File: src/include/res_pkg.sv
package res_pkg;
  // register byte addresses
  localparam logic [15:0] OFS_CAUSE = 16'hfe00;
  localparam logic [15:0] OFS_PEND = 16'hfe04;
  localparam logic [15:0] OFS_CTRL = 16'hfe08;
  localparam logic [15:0] OFS_IRQ_EN = 16'hfe0c;
  // field positions
  localparam int CTRL_STOPEN_BIT = 0;
  localparam int CTRL_SHORT_BIT = 1;
  localparam int PEND_LSB = 2;
  // pin synchroniser lanes
  localparam int SY_OSC = 0;
  localparam int SY_DROOP = 1;
  localparam int SY_MON = 2;
  localparam int SY_PIN = 3;
  localparam int SY_N = 4;
  // timing in oscillator ticks
  localparam logic [11:0] PRE_MAX = 12'hfff;
  localparam logic [11:0] PRE_SHORT_LAST = 12'h01f;
  localparam logic [5:0] PHASE_LAST = 6'h1f;
  // vector addresses
  localparam logic [15:0] VEC_RESET = 16'hfffe;
  localparam logic [15:0] VEC_TRAP = 16'hfffc;
  localparam logic [15:0] VEC_IRQ_BASE = 16'hfffa;
  // reset cause fields, one-hot after each reset
  typedef struct packed {
    logic por;
    logic pin;
    logic mon_entry;
    logic droop;
    logic bad_addr;
    logic bad_op;
  } res_cause_t;
  // signals from the processor core, same clock
  typedef struct packed {
    logic insn_done;
    logic opcode_valid;
    logic opcode_illegal;
    logic stop_exec;
    logic trap_exec;
    logic fetch_unmapped;
    logic opcode_fetch;
    logic imask;
    logic vec_ack;
  } res_core_t;
  typedef enum logic [2:0] {
    RS_RUN = 3'b000,
    RS_STAB = 3'b001,
    RS_DRIVE = 3'b010,
    RS_HOLD = 3'b011,
    RS_STOP = 3'b100,
    RS_RECOV = 3'b101,
    RS_EXT = 3'b110
  } res_state_t;
endpackage

File: src/core/res_seq.sv
`timescale 1ns/1ps
`default_nettype none
module res_seq import res_pkg::*; #(
  parameter int NIRQ = 6
) (
  input wire logic pclk,
  input wire logic presetn,
  input wire logic ce,
  input wire logic psel,
  input wire logic penable,
  input wire logic pwrite,
  input wire logic [15:0] paddr,
  input wire logic [31:0] pwdata,
  output logic [31:0] prdata,
  output logic pready,
  output logic pslverr,
  input wire logic osc_clk_pin,
  input wire logic supply_droop_pin,
  input wire logic monitor_entry_reset_pin,
  input wire logic ext_reset_pin_i,
  output logic ext_reset_o,
  output logic ext_reset_oe,
  input wire res_core_t core,
  input wire logic [NIRQ-1:0] irq_req,
  input wire logic wake_i,
  output logic core_reset_n,
  output logic bus_clk_en,
  output logic wdog_tick,
  output logic int_take,
  output logic [15:0] vector_addr,
  output logic stack_pc_minus1,
  output logic set_imask,
  output logic push_index_high
);
  // synchroniser stages for asynchronous pins
  logic [SY_N-1:0] sync_s1_ff;
  logic [SY_N-1:0] sync_s2_ff;
  logic osc_prev_ff; // delayed oscillator level for edge detect
  res_state_t state_ff, nxt_state;
  logic [11:0] pre_ff; // prescale counter
  logic [5:0] phase_ff, nxt_phase; // drive/hold tick counter
  logic short_rec_ff; // short recovery sampled at wake
  res_cause_t cause_ff;
  logic [1:0] ctrl_ff; // stop enable, short recovery
  logic [NIRQ-1:0] irq_en_ff;
  logic latched_ff;
  logic imask_q_ff;
  logic [31:0] prdata_ff;
  logic pready_ff, pslverr_ff;
  logic ext_oe_ff, core_rst_n_ff, bus_en_ff, wdog_ff;
  logic take_ff, pcm1_ff, imask_set_ff;
  logic [15:0] vec_ff;

  // two flops per pin; only the second stage is read
  genvar gi;
  generate
    for (gi = 0; gi < SY_N; gi++) begin : g_sync
      always_ff @(posedge pclk or negedge presetn) begin
        if (!presetn) begin
          // pin lane starts at its idle high so reset is no pin reset
          sync_s1_ff[gi] <= 1'(gi == SY_PIN);
          sync_s2_ff[gi] <= 1'(gi == SY_PIN);
        end else if (ce) begin
          sync_s1_ff[gi] <= (gi == SY_PIN) ? ext_reset_pin_i :
                            (gi == SY_DROOP) ? supply_droop_pin :
                            (gi == SY_MON) ? monitor_entry_reset_pin :
                            osc_clk_pin;
          sync_s2_ff[gi] <= sync_s1_ff[gi];
        end
      end
    end
  endgenerate

  // falling oscillator edge becomes a one-cycle tick
  always_ff @(posedge pclk or negedge presetn) begin
    if (!presetn) begin
      osc_prev_ff <= 1'b0;
    end else if (ce) begin
      osc_prev_ff <= sync_s2_ff[SY_OSC];
    end
  end
  logic osc_tick;
  assign osc_tick = osc_prev_ff & ~sync_s2_ff[SY_OSC];

  // event decode; internal sources only count while running, droop in any state but RS_STAB, pin in RS_RUN, RS_STOP, RS_RECOV and RS_EXT
  logic in_run, bad_op_evt, bad_addr_evt, mon_evt, droop_evt;
  logic pin_low, int_src;
  logic stop_ok, pre_ovf, rec_done;
  assign in_run = (state_ff == RS_RUN);
  // stop with stop disabled is an illegal opcode
  assign bad_op_evt = in_run & ((core.opcode_valid & core.opcode_illegal) |
                      (core.stop_exec & ~ctrl_ff[CTRL_STOPEN_BIT]));
  // only an opcode fetch qualifies; data reads are ignored
  assign bad_addr_evt = in_run & core.fetch_unmapped &
                        core.opcode_fetch;
  assign mon_evt = in_run & sync_s2_ff[SY_MON];
  // droop restarts the long sequence unless already in it
  assign droop_evt = sync_s2_ff[SY_DROOP] & (state_ff != RS_STAB);
  assign pin_low = ~sync_s2_ff[SY_PIN];
  assign int_src = bad_op_evt | bad_addr_evt | mon_evt;
  assign stop_ok = in_run & core.stop_exec & ctrl_ff[CTRL_STOPEN_BIT];
  assign pre_ovf = osc_tick & (pre_ff == PRE_MAX);
  // recovery length chosen by the value sampled at wake
  assign rec_done = osc_tick &
                    (pre_ff == (short_rec_ff ? PRE_SHORT_LAST : PRE_MAX));

  // reset and stop sequencer; droop outranks everything
  always_comb begin
    nxt_state = state_ff;
    case (state_ff)
      RS_RUN: begin
        if (int_src) nxt_state = RS_DRIVE;
        else if (pin_low) nxt_state = RS_EXT;
        else if (stop_ok) nxt_state = RS_STOP;
      end
      RS_STAB: begin
        // oscillator settles for one full prescaler lap
        if (pre_ovf) nxt_state = RS_DRIVE;
      end
      RS_DRIVE: begin
        if (osc_tick && phase_ff == PHASE_LAST) nxt_state = RS_HOLD;
      end
      RS_HOLD: begin
        if (osc_tick && phase_ff == PHASE_LAST) nxt_state = RS_RUN;
      end
      RS_STOP: begin
        if (pin_low) nxt_state = RS_EXT;
        else if (wake_i) nxt_state = RS_RECOV;
      end
      RS_RECOV: begin
        if (pin_low) nxt_state = RS_EXT;
        else if (rec_done) nxt_state = RS_RUN;
      end
      RS_EXT: begin
        // the pin itself halts processing while low
        if (!pin_low) nxt_state = RS_RUN;
      end
      default: nxt_state = RS_STAB;
    endcase
    if (droop_evt) nxt_state = RS_STAB;
  end

  // phase count restarts whenever the state changes
  always_comb begin
    nxt_phase = phase_ff;
    if (nxt_state != state_ff) nxt_phase = 6'h00;
    else if (osc_tick) nxt_phase = 6'(phase_ff + 6'h01);
  end

  // state, phase and sampled recovery option
  always_ff @(posedge pclk or negedge presetn) begin
    if (!presetn) begin
      state_ff <= RS_STAB;
      phase_ff <= 6'h00;
      short_rec_ff <= 1'b0;
    end else if (ce) begin
      state_ff <= nxt_state;
      phase_ff <= nxt_phase;
      if (state_ff == RS_STOP && wake_i) begin
        short_rec_ff <= ctrl_ff[CTRL_SHORT_BIT];
      end
    end
  end

  // prescaler: internal resets and stop clear it, pin reset does not
  logic pre_clr;
  assign pre_clr = (nxt_state != state_ff) &
                   (nxt_state == RS_STAB || nxt_state == RS_DRIVE ||
                    nxt_state == RS_STOP);
  always_ff @(posedge pclk or negedge presetn) begin
    if (!presetn) begin
      pre_ff <= 12'h000;
      wdog_ff <= 1'b0;
    end else if (ce) begin
      // every overflow outside stop ticks the watchdog
      wdog_ff <= pre_ovf & (state_ff != RS_STOP);
      if (pre_clr) pre_ff <= 12'h000;
      else if (state_ff == RS_STOP) pre_ff <= 12'h000;
      else if (osc_tick) pre_ff <= 12'(pre_ff + 12'h001);
    end
  end

  // cause register keeps only the latest reset source
  always_ff @(posedge pclk or negedge presetn) begin
    if (!presetn) begin
      cause_ff <= '{por: 1'b1, default: 1'b0};
    end else if (ce && nxt_state != state_ff) begin
      if (nxt_state == RS_STAB) begin
        cause_ff <= '{droop: 1'b1, default: 1'b0};
      end else if (nxt_state == RS_EXT) begin
        cause_ff <= '{pin: 1'b1, default: 1'b0};
      end else if (nxt_state == RS_DRIVE && state_ff == RS_RUN) begin
        // one source wins when several arrive together
        if (mon_evt) cause_ff <= '{mon_entry: 1'b1, default: 1'b0};
        else if (bad_addr_evt) begin
          cause_ff <= '{bad_addr: 1'b1, default: 1'b0};
        end else cause_ff <= '{bad_op: 1'b1, default: 1'b0};
      end
    end
  end

  // pin and clock outputs follow the next state, so stay registered
  always_ff @(posedge pclk or negedge presetn) begin
    if (!presetn) begin
      ext_oe_ff <= 1'b1;
      core_rst_n_ff <= 1'b0;
      bus_en_ff <= 1'b0;
    end else if (ce) begin
      ext_oe_ff <= (nxt_state == RS_STAB || nxt_state == RS_DRIVE);
      core_rst_n_ff <= ~(nxt_state == RS_STAB || nxt_state == RS_DRIVE ||
                         nxt_state == RS_HOLD || nxt_state == RS_EXT);
      bus_en_ff <= ~(nxt_state == RS_STAB || nxt_state == RS_STOP ||
                     nxt_state == RS_RECOV);
    end
  end

  // priority pick: lowest index is highest priority
  logic [NIRQ-1:0] active;
  logic [2:0] pick;
  assign active = irq_req & irq_en_ff;
  always_comb begin
    pick = 3'h0;
    for (int i = NIRQ - 1; i >= 0; i--) begin
      if (active[i]) pick = 3'(i);
    end
  end

  // interrupt latch and entry; the choice stays fixed once made unless a trap at a boundary replaces it
  logic boundary;
  assign boundary = in_run & core.insn_done & core_rst_n_ff;
  always_ff @(posedge pclk or negedge presetn) begin
    if (!presetn) begin
      latched_ff <= 1'b0;
      imask_q_ff <= 1'b1;
      take_ff <= 1'b0;
      pcm1_ff <= 1'b0;
      imask_set_ff <= 1'b0;
      vec_ff <= VEC_RESET;
    end else if (ce) begin
      imask_q_ff <= core.imask;
      take_ff <= 1'b0;
      imask_set_ff <= 1'b0;
      if (!in_run) begin
        latched_ff <= 1'b0;
        vec_ff <= VEC_RESET;
      end else if (boundary && core.trap_exec) begin
        // software trap is never masked and stacks the plain pc
        take_ff <= 1'b1;
        pcm1_ff <= 1'b0;
        imask_set_ff <= 1'b1;
        vec_ff <= VEC_TRAP;
      end else if (boundary && !latched_ff && !core.imask && |active) begin
        latched_ff <= 1'b1;
        take_ff <= 1'b1;
        pcm1_ff <= 1'b1;
        imask_set_ff <= 1'b1;
        vec_ff <= 16'(VEC_IRQ_BASE - {12'h000, pick, 1'b0});
      end else if (latched_ff &&
                   (core.vec_ack || (imask_q_ff && !core.imask))) begin
        latched_ff <= 1'b0;
      end
    end
  end

  // apb slave: one wait state, data captured in the setup cycle
  logic setup, access, mapped;
  assign setup = psel & ~penable;
  assign access = psel & penable & pready_ff;
  assign mapped = (paddr == OFS_CAUSE) || (paddr == OFS_PEND) ||
                  (paddr == OFS_CTRL) || (paddr == OFS_IRQ_EN);
  always_ff @(posedge pclk or negedge presetn) begin
    if (!presetn) begin
      pready_ff <= 1'b0;
      pslverr_ff <= 1'b0;
      prdata_ff <= 32'h0000_0000;
    end else if (ce) begin
      pready_ff <= psel & penable & ~pready_ff;
      if (setup) begin
        pslverr_ff <= ~mapped;
        case (paddr)
          OFS_CAUSE: prdata_ff <= {26'h0, cause_ff};
          // low two bits are hard zero
          OFS_PEND: prdata_ff <= {24'h0, irq_req, 2'b00};
          OFS_CTRL: prdata_ff <= {30'h0, ctrl_ff};
          OFS_IRQ_EN: prdata_ff <= {26'h0, irq_en_ff};
          default: prdata_ff <= 32'h0000_0000;
        endcase
      end
    end
  end

  // writable registers; status and cause ignore writes
  always_ff @(posedge pclk or negedge presetn) begin
    if (!presetn) begin
      ctrl_ff <= 2'b00;
      irq_en_ff <= '0;
    end else if (ce) begin
      if (access && pwrite && paddr == OFS_CTRL) ctrl_ff <= pwdata[1:0];
      if (state_ff == RS_DRIVE) irq_en_ff <= '0;
      else if (access && pwrite && paddr == OFS_IRQ_EN) begin
        irq_en_ff <= pwdata[NIRQ-1:0];
      end
    end
  end

  assign prdata = prdata_ff;
  assign pready = pready_ff;
  assign pslverr = pslverr_ff;
  assign ext_reset_o = 1'b0; // open drain: only the enable moves
  assign ext_reset_oe = ext_oe_ff;
  assign core_reset_n = core_rst_n_ff;
  assign bus_clk_en = bus_en_ff;
  assign wdog_tick = wdog_ff;
  assign int_take = take_ff;
  assign vector_addr = vec_ff;
  assign stack_pc_minus1 = pcm1_ff;
  assign set_imask = imask_set_ff;
  assign push_index_high = 1'b0;

  property p_bad_op;
    @(posedge pclk) disable iff (!presetn)
    (ce && bad_op_evt && !droop_evt && !mon_evt && !bad_addr_evt)
      |=> (state_ff == RS_DRIVE) && cause_ff.bad_op && ext_reset_oe;
  endproperty
  a_bad_op: assert property (p_bad_op) else $error("opcode reset missed");

  property p_line_low;
    @(posedge pclk) disable iff (!presetn)
    (state_ff == RS_DRIVE && $past(state_ff) == RS_DRIVE) |-> ext_reset_oe;
  endproperty
  a_line_low: assert property (p_line_low) else $error("line not low");

  property p_data_read;
    @(posedge pclk) disable iff (!presetn)
    (ce && in_run && core.fetch_unmapped && !core.opcode_fetch &&
     !droop_evt && !mon_evt && !bad_op_evt)
      |=> !cause_ff.bad_addr || $past(cause_ff.bad_addr);
  endproperty
  a_data_read: assert property (p_data_read) else $error("data read reset");

  property p_pre_step;
    @(posedge pclk) disable iff (!presetn)
    (ce && osc_tick && !pre_clr && state_ff != RS_STOP)
      |=> pre_ff == 12'($past(pre_ff) + 12'h001);
  endproperty
  a_pre_step: assert property (p_pre_step) else $error("prescaler step");

  property p_wdog;
    @(posedge pclk) disable iff (!presetn)
    $rose(wdog_tick) |-> $past(pre_ff) == PRE_MAX;
  endproperty
  a_wdog: assert property (p_wdog) else $error("watchdog tick wrong");

  property p_bus_off;
    @(posedge pclk) disable iff (!presetn)
    // the enable flop tracks the state, so both agree in every cycle
    (state_ff == RS_STAB || state_ff == RS_RECOV) |-> !bus_clk_en;
  endproperty
  a_bus_off: assert property (p_bus_off) else $error("bus clock early");

  property p_stop_clr;
    @(posedge pclk) disable iff (!presetn)
    (ce && stop_ok && !int_src && !pin_low && !droop_evt)
      |=> (pre_ff == 12'h000) && (state_ff == RS_STOP) ##1 !bus_clk_en;
  endproperty
  a_stop_clr: assert property (p_stop_clr) else $error("stop no clear");

  property p_hold;
    @(posedge pclk) disable iff (!presetn)
    (latched_ff && ce && !core.vec_ack && core.imask && in_run)
      |=> latched_ff && $stable(vector_addr);
  endproperty
  a_hold: assert property (p_hold) else $error("latch displaced");

  property p_pend_low;
    @(posedge pclk) disable iff (!presetn)
    (ce && setup && paddr == OFS_PEND) |=> prdata[1:0] == 2'b00 &&
      prdata[7:2] == $past(irq_req);
  endproperty
  a_pend_low: assert property (p_pend_low) else $error("status wrong");
endmodule
`default_nettype wire

File: config.mk
export PLATFORM = sky130hd
export DESIGN_NAME = res_seq
export DESIGN_NICKNAME = d
export VERILOG_FILES = /design/src/include/res_pkg.sv /design/src/core/res_seq.sv
export SDC_FILE = /design/constraint.sdc
export NUM_CORES = 1
export LEC_CHECK = 0
export BUFFER_PORTS_ARGS = -buffer_cell sky130_fd_sc_hd__buf_2
export CORE_MARGIN = 2
export CORE_UTILIZATION = 55
export CTS_CLUSTER_SIZE = 28
export DETAILED_ROUTE_END_ITERATION = 8
export PLACE_DENSITY = 0.86
export SLEW_MARGIN = 10
export SYNTH_ARGS = -nofsm -noshare
export SYNTH_HDL_FRONTEND = slang
export SYNTH_SLANG_ARGS = --single-unit
File: constraint.sdc
create_clock -name pclk -period 8.01 [get_ports pclk]
set_clock_uncertainty 0.05 [all_clocks]
set_input_delay 0.801 -clock pclk [delete_from_list [all_inputs] [get_ports pclk]]
set_output_delay 0.801 -clock pclk [all_outputs]
set_load 0.02 [all_outputs]
Word level (Yosys, flattened, before mapping). Index checks and enable logic that the tools add are counted.

Equal/unequal tests: 25. Reduce and logical (&&, ||, !) cells: 42. Bitwise gates (word level): 31. Mux-type cells: 45. Add/subtract/negate cells: 3.

Operators with widths (number): 16-bit == test, second input constant (4); 3-bit two-way mux (18); 12-bit two-way mux (4); 16-bit two-way mux (3); 6-bit two-way mux (7); 8-bit one-hot mux with 4 select lines (1); 3-bit one-hot mux with 7 select lines (1); 1-bit AND (20); 3-bit == test, second input constant (6); 2-bit AND reduction (8); 1-bit logical AND (13); 12-bit by 1-bit adder with 12-bit output, second input constant (1); 12-bit == test (1); 12-bit == test, second input constant (1); 3-bit by 2-bit == test with 1-bit output, second input constant (4); 1-bit logical OR (10); 1-bit two-way mux (9); 3-bit by 1-bit inequality test with 1-bit output, second input constant (3); 1-bit NOT (7); 6-bit by 1-bit adder with 6-bit output, second input constant (1); 6-bit AND (1); 3-bit by 1-bit == test with 1-bit output, second input constant (2); 6-bit by 5-bit == test with 1-bit output, second input constant (1); 3-bit AND reduction (2); other kinds (12) (18).

Output and inout bits: 59. Logic and storage cells: 179. Bits of input ports: 74. Register bits: 103.

Depth between registers and ports, before layout. Gate-level depths: netlist (run 1).

Word-level depth: 15. Mapped depth: 10. Gate-level depth less buffers: 9.

Worst setup path after synthesis (run 1). No wires, ideal clock.

Path kind: input to register. Start: in core[2] (netlist name). End: reg cause_ff[0] (netlist name). Library setup time: 0.125 ns. Buffers on the path: 0. Slack: 5.399 ns. Stages on the path: 8. Data arrival time: 2.437 ns. Cell sequence: a21oi_1 -> a41oi_1 -> a31oi_1 -> a21oi_1 -> and2_1 -> nor3b_2 -> o211ai_2 -> mux2_2.

Word-level cells in the longest chain between the ends: 10. Elaborated cells between the ends (all ways): 19. Those cells by class: 4 x eq/ne; 8 x mux; 3 x bitwise; 4 x reduce/logical.

Ends and longest elaborated chain: from (decl) (line res_seq.sv:23) `input wire res_core_t core,`; 1-bit AND * (line res_seq.sv:94) `assign bad_addr_evt = in_run & core.fetch_unmapped &`; 1-bit bitwise OR (2 in a row) (line res_seq.sv:100) `assign int_src = bad_op_evt | bad_addr_evt | mon_evt;`; 3-bit two-way mux (line res_seq.sv:112) `if (int_src) nxt_state = RS_DRIVE;`; 3-bit one-hot mux with 7 select lines (line res_seq.sv:110) `case (state_ff)`; 3-bit two-way mux (line res_seq.sv:140) `if (droop_evt) nxt_state = RS_STAB;`; 3-bit by 2-bit == test with 1-bit output (line res_seq.sv:192) `end else if (nxt_state == RS_DRIVE && state_ff == RS_RUN) begin`; 1-bit logical AND (line res_seq.sv:192); 3-bit nonzero test (no line); 2-bit AND reduction (no line); to (signal assigned) (line res_seq.sv:191) `cause_ff <= '{pin: 1'b1, default: 1'b0};`; to (signal assigned) (line res_seq.sv:194) `if (mon_evt) cause_ff <= '{mon_entry: 1'b1, default: 1'b0};`; to (signal assigned) (line res_seq.sv:196) `cause_ff <= '{bad_addr: 1'b1, default: 1'b0};`; to (decl) (line res_seq.sv:43) `res_cause_t cause_ff;`.

Mark *: on every way between the ends. The rest lies on a longest branch, timed or not. The select of a mux whose other input is x is not followed. A chain may end at the register's enable or synchronous reset.

Worst setup path in the final report (run 1).
Start: reg state_ff[1]. End: reg pre_ff[9].

Word-level cells in the longest chain between the ends: 14. Elaborated cells between the ends (all ways): 41. Those cells by class: 11 x eq/ne; 15 x mux; 10 x bitwise; 5 x reduce/logical.

Ends and longest elaborated chain: from (decl) (line res_seq.sv:39) `res_state_t state_ff, nxt_state;`; from (signal assigned) (line res_seq.sv:157) `state_ff <= nxt_state;`; 3-bit logical NOT (line res_seq.sv:89, res_seq.sv:110); 1-bit AND, on equally long branches (2 in a row) (line res_seq.sv:101, res_seq.sv:94); 3-bit two-way mux / 1-bit bitwise OR (equally long branches) (line res_seq.sv:114, res_seq.sv:100); 3-bit two-way mux / 1-bit bitwise OR (equally long branches) (line res_seq.sv:113, res_seq.sv:100); 3-bit two-way mux (line res_seq.sv:112); 3-bit one-hot mux with 7 select lines (line res_seq.sv:110); 3-bit two-way mux (line res_seq.sv:140); 3-bit by 1-bit == test with 1-bit output / 3-bit by 2-bit == test with 1-bit output (equally long branches) (line res_seq.sv:168) `(nxt_state == RS_STAB || nxt_state == RS_DRIVE ||`; 1-bit logical OR (2 in a row) (line res_seq.sv:168); 1-bit AND (line res_seq.sv:167) `assign pre_clr = (nxt_state != state_ff) &`; 3-bit nonzero test (no line); 2-bit AND reduction (no line); to (signal assigned) (line res_seq.sv:179) `else if (osc_tick) pre_ff <= 12'(pre_ff + 12'h001);`; to (decl) (line res_seq.sv:40) `logic [11:0] pre_ff;`.

Parallel ways exist; a longest one is shown, timed or not.

==> metrics list, run 1 <==
* Vias in the first global route: 3,120
- In this run the critical register-to-register path is captured at pre_ff[9].
- Summed over all failing endpoints, the final setup total negative slack is 0 ns.
* Result of the run: complete, no violations
- Post-synthesis share of cell area spent on full adders, half adders and majority gates: 0.01207
- P_int: just under 0.0008 W
* DRC Markers: 0
- The largest individual stage delay along the critical path comes from the cell sky130_fd_sc_hd__nor3b_2.
- Endpoint arrival time on the critical path: 3.72 ns
- Once the clock tree was built, the setup fixing pass inserted 0 buffers.
- The first global-routing pass estimated 13.67 mm of wire.
* Root buffer selected by CTS: sky130_fd_sc_hd__clkbuf_8
* Core area: 6869 um^2
* Fraction of power consumed by sequential logic: 0.370
- Final count of negative-setup-slack endpoints: 0
- Element type at the critical path end: flop
- Averaged over all synthesized cells, the footprint is around 9 um^2.
* Layout Cells excl Fill: 597
- The die covers 7857 um^2.
* Max Clock Freq: 0.2831 GHz
- Final critical-path required period: 3.532 ns
- The initialized floorplan defines 30 standard-cell rows.
* P&R area growth vs syn: 12.16%
- Critical path peak fanout: 17
* Fraction of final layout cells sized beyond drive strength 1: 0.2495
- Count of antenna diodes in the layout: 0
- Register bit total from synthesis: 67
- Crit path buf inv count: 0
- Number of buffers inserted during clock tree synthesis: 9
- Area occupied by multi-input gates: 1968 um^2
- Across the VDD grid, the largest voltage drop is 0.0001548 V.
- For this run the aggregate overflow at the end of global routing stands at 0.
- Cell count after placement: between 500 and 600
- In the layout the commonest cells are sky130_fd_sc_hd__buf_2, sky130_fd_sc_hd__nand2_1, sky130_fd_sc_hd__dfrtp_1, sky130_fd_sc_hd__conb_1, sky130_fd_sc_hd__o21ai_0.
* Min-Delay Path Depth: 2
* PostCTS Resize Cnt: 0
* Starting Density: 0.5736
- Counting cells, the worst reg-to-reg path comes to 8.
- Detailed-routing iteration count for the pre-antenna-repair pass: 4
- Crit path max-delay family: compound AO/OA/AOI/OAI gates
- Pin slew with the least headroom to its limit: 1.015 ns
- Cell Pwr Density: ~290 nW/um^2
- Slack of the worst reg-to-reg path: between 4 and 5 ns
- Min-delay worst type: reg2reg
- After synthesis, the share of flip-flops with an asynchronous set or reset is 1.000.
* Average wire per cell in the routed design: 14.44 um
- Final-report hold violation count: 0
- At the end of the flow, the number of nets in the layout was 573.
- Proportion of power drawn by combinational gates: 0.384
- Among all flip-flop cells after synthesis, the most frequent one is sky130_fd_sc_hd__dfrtp_1.
- The tool flagged a number of max-cap violations equal to 0.
- Counting the fill cells in the layout gives slightly below 600.
* Switching Power: between 0.0005 and 0.0006 W
- The detailed router placed roughly 3,300 vias in this run.
- The number of pins with negative max-slew slack in the final report was 0.
* Instance count of the mapped netlist: 435
- Worst slew margin relative to its limit: 0.3202
- The H-tree was split into 3 levels.
- After synthesis, the largest family of logic cells by area is simple AND/OR/NAND/NOR gates.
- Fraction of the mapped netlist area in compound gates: 0.1731
- Simple logic cell fraction of the synthesized area: 0.1874
* Detailed placement HPWL: roughly 6.2 mm
- Number of synthesized flops with an enable pin: 0
* DRT antenna net count: 0
- Share of the yosys chip area belonging to registers: 0.4287
- For this design the static power due to leakage is 2.043 nW.
* I/O pin count: 133
- Floorplan die width: 88.64 um
* Synth Area in XOR/XNOR: 0.02668
- Global routing usage summed across all routing layers: 0.2233
- After clock tree synthesis, the flow added hold-fix buffers numbering 0.
* Min-delay src: prdata[6]
- Entering global routing, the biggest net connects 68 pins.
- Of the total power, the clock network draws 0.246.
- Tracing the worst setup path back leads to its startpoint at state_ff[1].
- Synth cell types: 60
- For the worst setup path, the data required time is 8.20 ns.
- Wires add up to 8.622 mm.
- Most common library cell in the layout ignoring fill and taps: sky130_fd_sc_hd__buf_2
- Clock tree from TritonCTS: built
- In this run the vertical extent of the chip is between 80 and 90 um.
- Net Sw Frac: 0.3985
* Avg Vias per Cell: 5.494
- The path with the worst hold slack has its endpoint at prdata[6].
- Input and output buffers added on the ports amount to 68.
- Clock Pin Slew Worst Setup and Hold Paths: 0.07 ns
* Startpoint Class: flop
* Final cycle utilization of the critical path: 0.4409
- Share of cell area taken by muxes after synthesis: 0.06415
- For the worst-skew pair, the clock arrives at the later sink with an insertion delay of 0.34 ns.
- The largest single stage delay on the critical path is 0.90 ns.
- Category of the critical setup timing path: reg2reg
* Number of antenna violations at the first check in global routing: 0
- The synthesized netlist occupies a cell area of 3940 um^2.
- Counting every sink on the clock net gives 67.
* DRC violation total after the first TritonRoute iteration: 250
* Worst-case clock buffer depth: 2
- The signal on the critical path passes through nor3b_2 > a21oi_1 > a31oi_1 > a211oi_2 > o21ai_1 > o2111ai_2 > and3_1 > a211oi_1.
- Unrepaired setup endpoints after global routing: false
* Area occupied by registers: 1689 um^2
- Start of the worst register-to-register path: state_ff[1]
* Yosys Warn Count: 0
* RD Place Congestion: around 0.9
[kinds of logic after synthesis]
kind of cell	count (synthesis)
compound gates	104
xor+xnor	12
mux	23
simple gates	152
flops	67
other cells	2
buf+inv	71
fa+ha+maj	4
[routing by layer]
metal  share of wire  global-route usage  wire length (um)  vias up
li1                -                   -                 -     1596
met1            0.42              0.2615              3617     1582
met2            0.53              0.4084              4581       96
met3           0.043             0.04478               374        6
met4          0.0056             0.07025                48        0
met5               0                   0                 0        -
[how the worst max path moves through the flow]
stage	endpoint	slack [ns]	cells past startpoint
after floorplan	cause_ff[0]	5.40	8
final	pre_ff[9]	4.48	8
after global routing	pre_ff[6]	4.21	8
after detailed placement	pre_ff[9]	4.55	8
after CTS	pre_ff[9]	4.50	8
after global placement	cause_ff[3]	4.65	8
[stage by stage]
step | utilization | worst slack, ns | hold WS (ns) | area [um^2] | power, W
6_report | 0.6434 | 4.478 | 0.4271 | 4419 | 0.001290
3_5_place_dp | 0.6104 | 4.553 | 0.4150 | 4193 | 0.0009679
5_1_grt | 0.6434 | 4.213 | 0.4537 | 4419 | 0.001373
4_1_cts | 0.6434 | 4.499 | 0.4306 | 4419 | 0.001293
2_1_floorplan | - | 5.399 | 0.3978 | 4075 | 0.0008614
3_3_place_gp | 0.6104 | 4.649 | 0.4065 | 4193 | 0.0009461
[cell usage after synthesis, types with 2 or more instances]
cell type	count	area (um^2)
sky130_fd_sc_hd__xnor2_1	5	43.79
sky130_fd_sc_hd__ha_1	3	37.54
sky130_fd_sc_hd__and2_1	3	18.77
sky130_fd_sc_hd__o22ai_1	2	12.51
sky130_fd_sc_hd__nor2b_1	4	25.02
sky130_fd_sc_hd__or3_1	2	12.51
sky130_fd_sc_hd__nor3b_2	2	25.02
sky130_fd_sc_hd__a221o_1	3	30.03
sky130_fd_sc_hd__o31a_1	2	17.52
sky130_fd_sc_hd__xor2_1	7	61.31
sky130_fd_sc_hd__clkbuf_1	12	45.04
sky130_fd_sc_hd__a41oi_1	2	17.52
sky130_fd_sc_hd__nand2_1	62	232.7
sky130_fd_sc_hd__o21ai_0	32	160.2
sky130_fd_sc_hd__nand3_1	22	110.1
sky130_fd_sc_hd__nand4b_1	2	17.52
sky130_fd_sc_hd__nor3_1	5	25.02
sky130_fd_sc_hd__nand4_1	4	25.02
sky130_fd_sc_hd__inv_1	14	52.55
sky130_fd_sc_hd__mux2_2	18	202.7
sky130_fd_sc_hd__buf_2	4	20.02
sky130_fd_sc_hd__conb_1	2	7.510
sky130_fd_sc_hd__a22o_1	4	35.03
sky130_fd_sc_hd__o21ai_1	2	10.01
sky130_fd_sc_hd__nor2_1	26	97.59
sky130_fd_sc_hd__a21oi_1	23	115.1
sky130_fd_sc_hd__dfstp_2	10	262.8
sky130_fd_sc_hd__a21o_1	3	22.52
sky130_fd_sc_hd__buf_1	2	7.510
sky130_fd_sc_hd__o22a_1	2	17.52
sky130_fd_sc_hd__a31oi_1	2	12.51
sky130_fd_sc_hd__nor4_1	3	18.77
sky130_fd_sc_hd__a22oi_1	4	30.03
sky130_fd_sc_hd__mux2i_1	5	50.05
sky130_fd_sc_hd__a31o_2	2	17.52
sky130_fd_sc_hd__buf_4	39	292.8
sky130_fd_sc_hd__dfrtp_1	57	1426
sky130_fd_sc_hd__and3_1	6	37.54
sky130_fd_sc_hd__a211oi_1	10	75.07
sky130_fd_sc_hd__nand2b_1	3	18.77
[layout make-up]
| type | instances | area share |
|---|---|---|
| multi-input cells | 333 | 0.4454 |
| repair buffers | 71 | 0.08211 |
| flip-flops and latches | 67 | 0.3822 |
| clock inverters | 6 | 0.02010 |
| clock buffers | 10 | 0.03114 |
| inverters | 14 | 0.01189 |
| well taps | 96 | 0.02718 |
[registers in the layout, indices dropped and copies added, names as in the netlist, 2 cells and up]
register	flops
prdata	8
pre_ff	12
sync_s2_ff	4
phase_ff	6
vector_addr	4
cause_ff	6
ctrl_ff	2
irq_en_ff	6
sync_s1_ff	4
state_ff	3
[power groups by stage]
stage / Clock [W] / Sequential, W / Combinational [W]
floorplan: 0 / 0.000464 / 0.000397
global placement: 0 / 0.000477 / 0.000469
detailed placement: 0 / 0.000482 / 0.000486
CTS: 0.000323 / 0.000476 / 0.000494
global route: 0.000338 / 0.000487 / 0.000548
finish: 0.000317 / 0.000478 / 0.000495
[worst reg2reg max path: stages, from the launching register on]
cell and delay [ns]:
sky130_fd_sc_hd__dfrtp_1 0.54, sky130_fd_sc_hd__nor3b_2 0.90, sky130_fd_sc_hd__a21oi_1 0.19, sky130_fd_sc_hd__a31oi_1 0.30, sky130_fd_sc_hd__a211oi_2 0.16, sky130_fd_sc_hd__o21ai_1 0.16
sky130_fd_sc_hd__o2111ai_2 0.40, sky130_fd_sc_hd__and3_1 0.46, sky130_fd_sc_hd__a211oi_1 0.26
No activity file was read; power rests on OpenSTA's default activity.
==> run 2, diff against run 1 <==
- CORE_UTILIZATION: 55 -> 46
- PLACE_DENSITY: 0.86 -> 0.77
- clock period: 8.01 -> 3 ns (I/O delays scaled with it)
==> run 2 against run 1 <==
Net effect: sequential cell count is the same; clock power grew 140%; largest power group unchanged; sequential share of layout area shrank 0.28 points; core utilization shrank 10 points; fmax grew 25%; non-clock buffer count grew 7; global-route usage shrank 3.4 points; register-to-register slack lost 4.3 ns; via count grew 0.64%; critical endpoint is now cause_ff[3].
==> metrics list, run 2 (synthesis results as in run 1) <==
- Result of the run: complete, no violations (unchanged)
* Die extent in y: 96.55 um (was 88.64 um)
- The number of routed nets with antenna violations is 0 (unchanged).
- Flip-flop count of the largest register after layout: 12 (unchanged)
- Floorplan die width: 96.55 um (was 88.64 um)
- The post-CTS repair timing setup buffer count came to 0 (unchanged).
* Worst-case clock buffer depth: 2 (unchanged)
- The number of global-route vias before repair is 3,270 (was 3,120).
- The violation count after the first detailed-routing iteration came to 157 (was 250).
- The final setup slack of the worst path was 0.1778 ns (was 4.478 ns).
- The final total negative setup slack is 0 ns (unchanged).
* Port bufs: 68 (unchanged)
- I/O pin count: 133 (unchanged)
- The max-cap violation count came to 0 (unchanged).
* Vias after detailed routing: 3,301 (was 3,280)
- The reg-to-reg critical path startpoint is pre_ff[0] (was state_ff[1]).
* Maximum VDD drop: 0.0003699 V (was 0.0001548 V)
- The antenna diode count is 0 (unchanged).
- Insertion delay to the later sink of the worst-skew pair: 0.34 ns (about the same)
* Core area: 8258 um^2 (was 6869 um^2)
* Unrepaired setup endpoints after global routing: false (unchanged)
* Final core area utilization: 0.5391 (was 0.6434)
- Fin. max-slew vios: 0 (unchanged)
- CP Data Required Time: 3.17 ns (was 8.20 ns)
* Most frequent cells in the layout: sky130_fd_sc_hd__buf_2, sky130_fd_sc_hd__nand2_1, sky130_fd_sc_hd__dfrtp_1, sky130_fd_sc_hd__conb_1, sky130_fd_sc_hd__o21ai_0 (unchanged)
* Starting Density: 0.4771 (was 0.5736)
* Critical path peak fanout: 6 (was 17)
- Final count of negative-setup-slack endpoints: 0 (unchanged)
- Maximum number of pins on one net before global-route repair: 68 (unchanged)
- The slew of the pin with the lowest slew margin is 0.8179 ns (was 1.015 ns).
- Average wire per cell in the routed design: 13.85 um (was 14.44 um)
- The post-layout net count was 580 (was 573).
- Global routing usage summed across all routing layers: 0.1890 (was 0.2233)
- The data arrival time at the worst-slack endpoint was 3.00 ns (was 3.72 ns).
* Worst slew margin relative to its limit: 0.4470 (was 0.3202)
* Max Clock Freq: 0.3543 GHz (was 0.2831 GHz)
- The proportion of layout cells with a drive suffix above 1 was 0.2598 (was 0.2495).
- The number of antenna violations at the first check in global routing is 0 (unchanged).
- The fraction of the cycle the final worst path needs is 0.9407 (was 0.4409).
- Category of the critical setup timing path: reg2reg (unchanged)
- The synthesis-to-finish area growth was 12.99% (was 12.16%).
- Startpoint Class: flop (unchanged)
- The class of the worst hold path is in2async (was reg2reg).
- Wirelength, routed: 8.489 mm (was 8.622 mm)
- The final design instance area without fill came to 4452 um^2 (was 4419 um^2).
- The count of standard-cell rows is 33 (was 30).
- The number of hold violations in the final report was 0 (unchanged).
- The clock transition at the register clock pins on the worst setup and hold paths after CTS is 0.08 ns (was 0.07 ns).
- The count of filler cells inserted in the layout is 794 (was 580).
- Root buffer selected by CTS: sky130_fd_sc_hd__clkbuf_8 (unchanged)
* Cell Pwr Density: 764.2 nW/um^2 (was 291.8 nW/um^2)
- The register with the most flip-flops is pre_ff (unchanged).
- Clock sinks: 67 (unchanged)
* Leakage component of the power: 2.067 nW (was 2.043 nW)
- The clock tree from TritonCTS is built (unchanged).
* Avg Vias per Cell: 5.385 (was 5.494)
- DRC Markers: 0 (unchanged)
* Deepest level of the CTS H-tree: 3 (unchanged)
* Post-place instance area: 4257 um^2 (was 4193 um^2)
- Most common library cell in the layout ignoring fill and taps: sky130_fd_sc_hd__buf_2 (unchanged)
* Overall overflow remaining after global route: 0 (unchanged)
* Number of buffers inserted during clock tree synthesis: 9 (unchanged)
* RD Place Congestion: 0.8698 (was 0.9022)
- The area of the die was 9322 um^2 (was 7857 um^2).
- The wire length of the first global-routing pass is 13.88 mm (was 13.67 mm).
- Element type at the critical path end: flop (unchanged)
- Detailed-routing iteration count for the pre-antenna-repair pass: 4 (unchanged)
* Critical Path Start: pre_ff[0] (was state_ff[1])
- The half-perimeter wire length after placement is 6.243 mm (was 6.209 mm).
- The worst slack after detailed placement was 0.1941 ns (was 4.553 ns).
* Final critical-path required period: 2.822 ns (was 3.532 ns)
[run 2: cell count changes in the layout (fill, tap and decap cells not counted), sizes merged]
cell / delta
clkbuf: +1
clkinv: +1
clkinvlp: -1
bufinv: -1
buf: +7
[run 2: routing by layer]
metal  GRT usage  routed length, um  up-vias
met5           0                  0        -
met4     0.06221                150        0
met3     0.04888                477       18
met2      0.3380               4303      103
met1      0.2203               3558     1580
li1            -                  -     1600
[run 2: power by group]
group	switching, W	internal [W]
Combinational	0.000847	0.000561
Clock	0.000345	0.000403
Sequential	0.000162	0.00108
Total	0.00135	0.00205
[run 2: timing repair]
action | CTS | global route
endpoints found under the setup margin | 0 | 1
gates resized for setup | 0 | 1
hold buffers | 0 | 0
[run 2: final cells by class]
cell class                 count  area (um^2)  area share
multi-input combinational    333         1969      0.4424
sequential                    67         1689      0.3794
timing repair buffer          78        415.4     0.09331
clock buffer                  11        141.4     0.03176
tap                          105        131.4     0.02951
clock inverter                 5        52.55     0.01180
inverter                      14        52.55     0.01180
[run 2: worst paths after layout]
kind | endpoint | slack [ns] | depth (start not counted)
worst max-delay path | cause_ff[3] | 0.18 | 9
worst min-delay path | prdata[5] | 0.08 | 2
worst max register to register | cause_ff[3] | 0.18 | 9
worst min register to register | pslverr | 0.43 | 2
max in group asynchronous | pre_ff[5] | 2.26 | 2
min in group pclk | sync_s1_ff[3] | 0.14 | 2
[run 2: through the flow]
step	hold WS (ns)	total power, W	cells
CTS	0.1262	0.003410	613
finish	0.07712	0.003402	613
floorplan	-0.04559	0.002300	471
detailed placement	0.4207	0.002648	597
global placement	0.4069	0.002609	597
global route	0.1400	0.003630	613
[run 2: critical path, cell delays in order (launching register included)]
cell                       delay (ns)
sky130_fd_sc_hd__dfrtp_1         0.39
sky130_fd_sc_hd__ha_1            0.20
sky130_fd_sc_hd__nand4_1         0.15
sky130_fd_sc_hd__nor2_1          0.29
sky130_fd_sc_hd__a31oi_1         0.18
sky130_fd_sc_hd__a21oi_1         0.35
sky130_fd_sc_hd__nor2_1          0.15
sky130_fd_sc_hd__a21o_1          0.24
sky130_fd_sc_hd__o211ai_2        0.33
sky130_fd_sc_hd__mux2_2          0.38
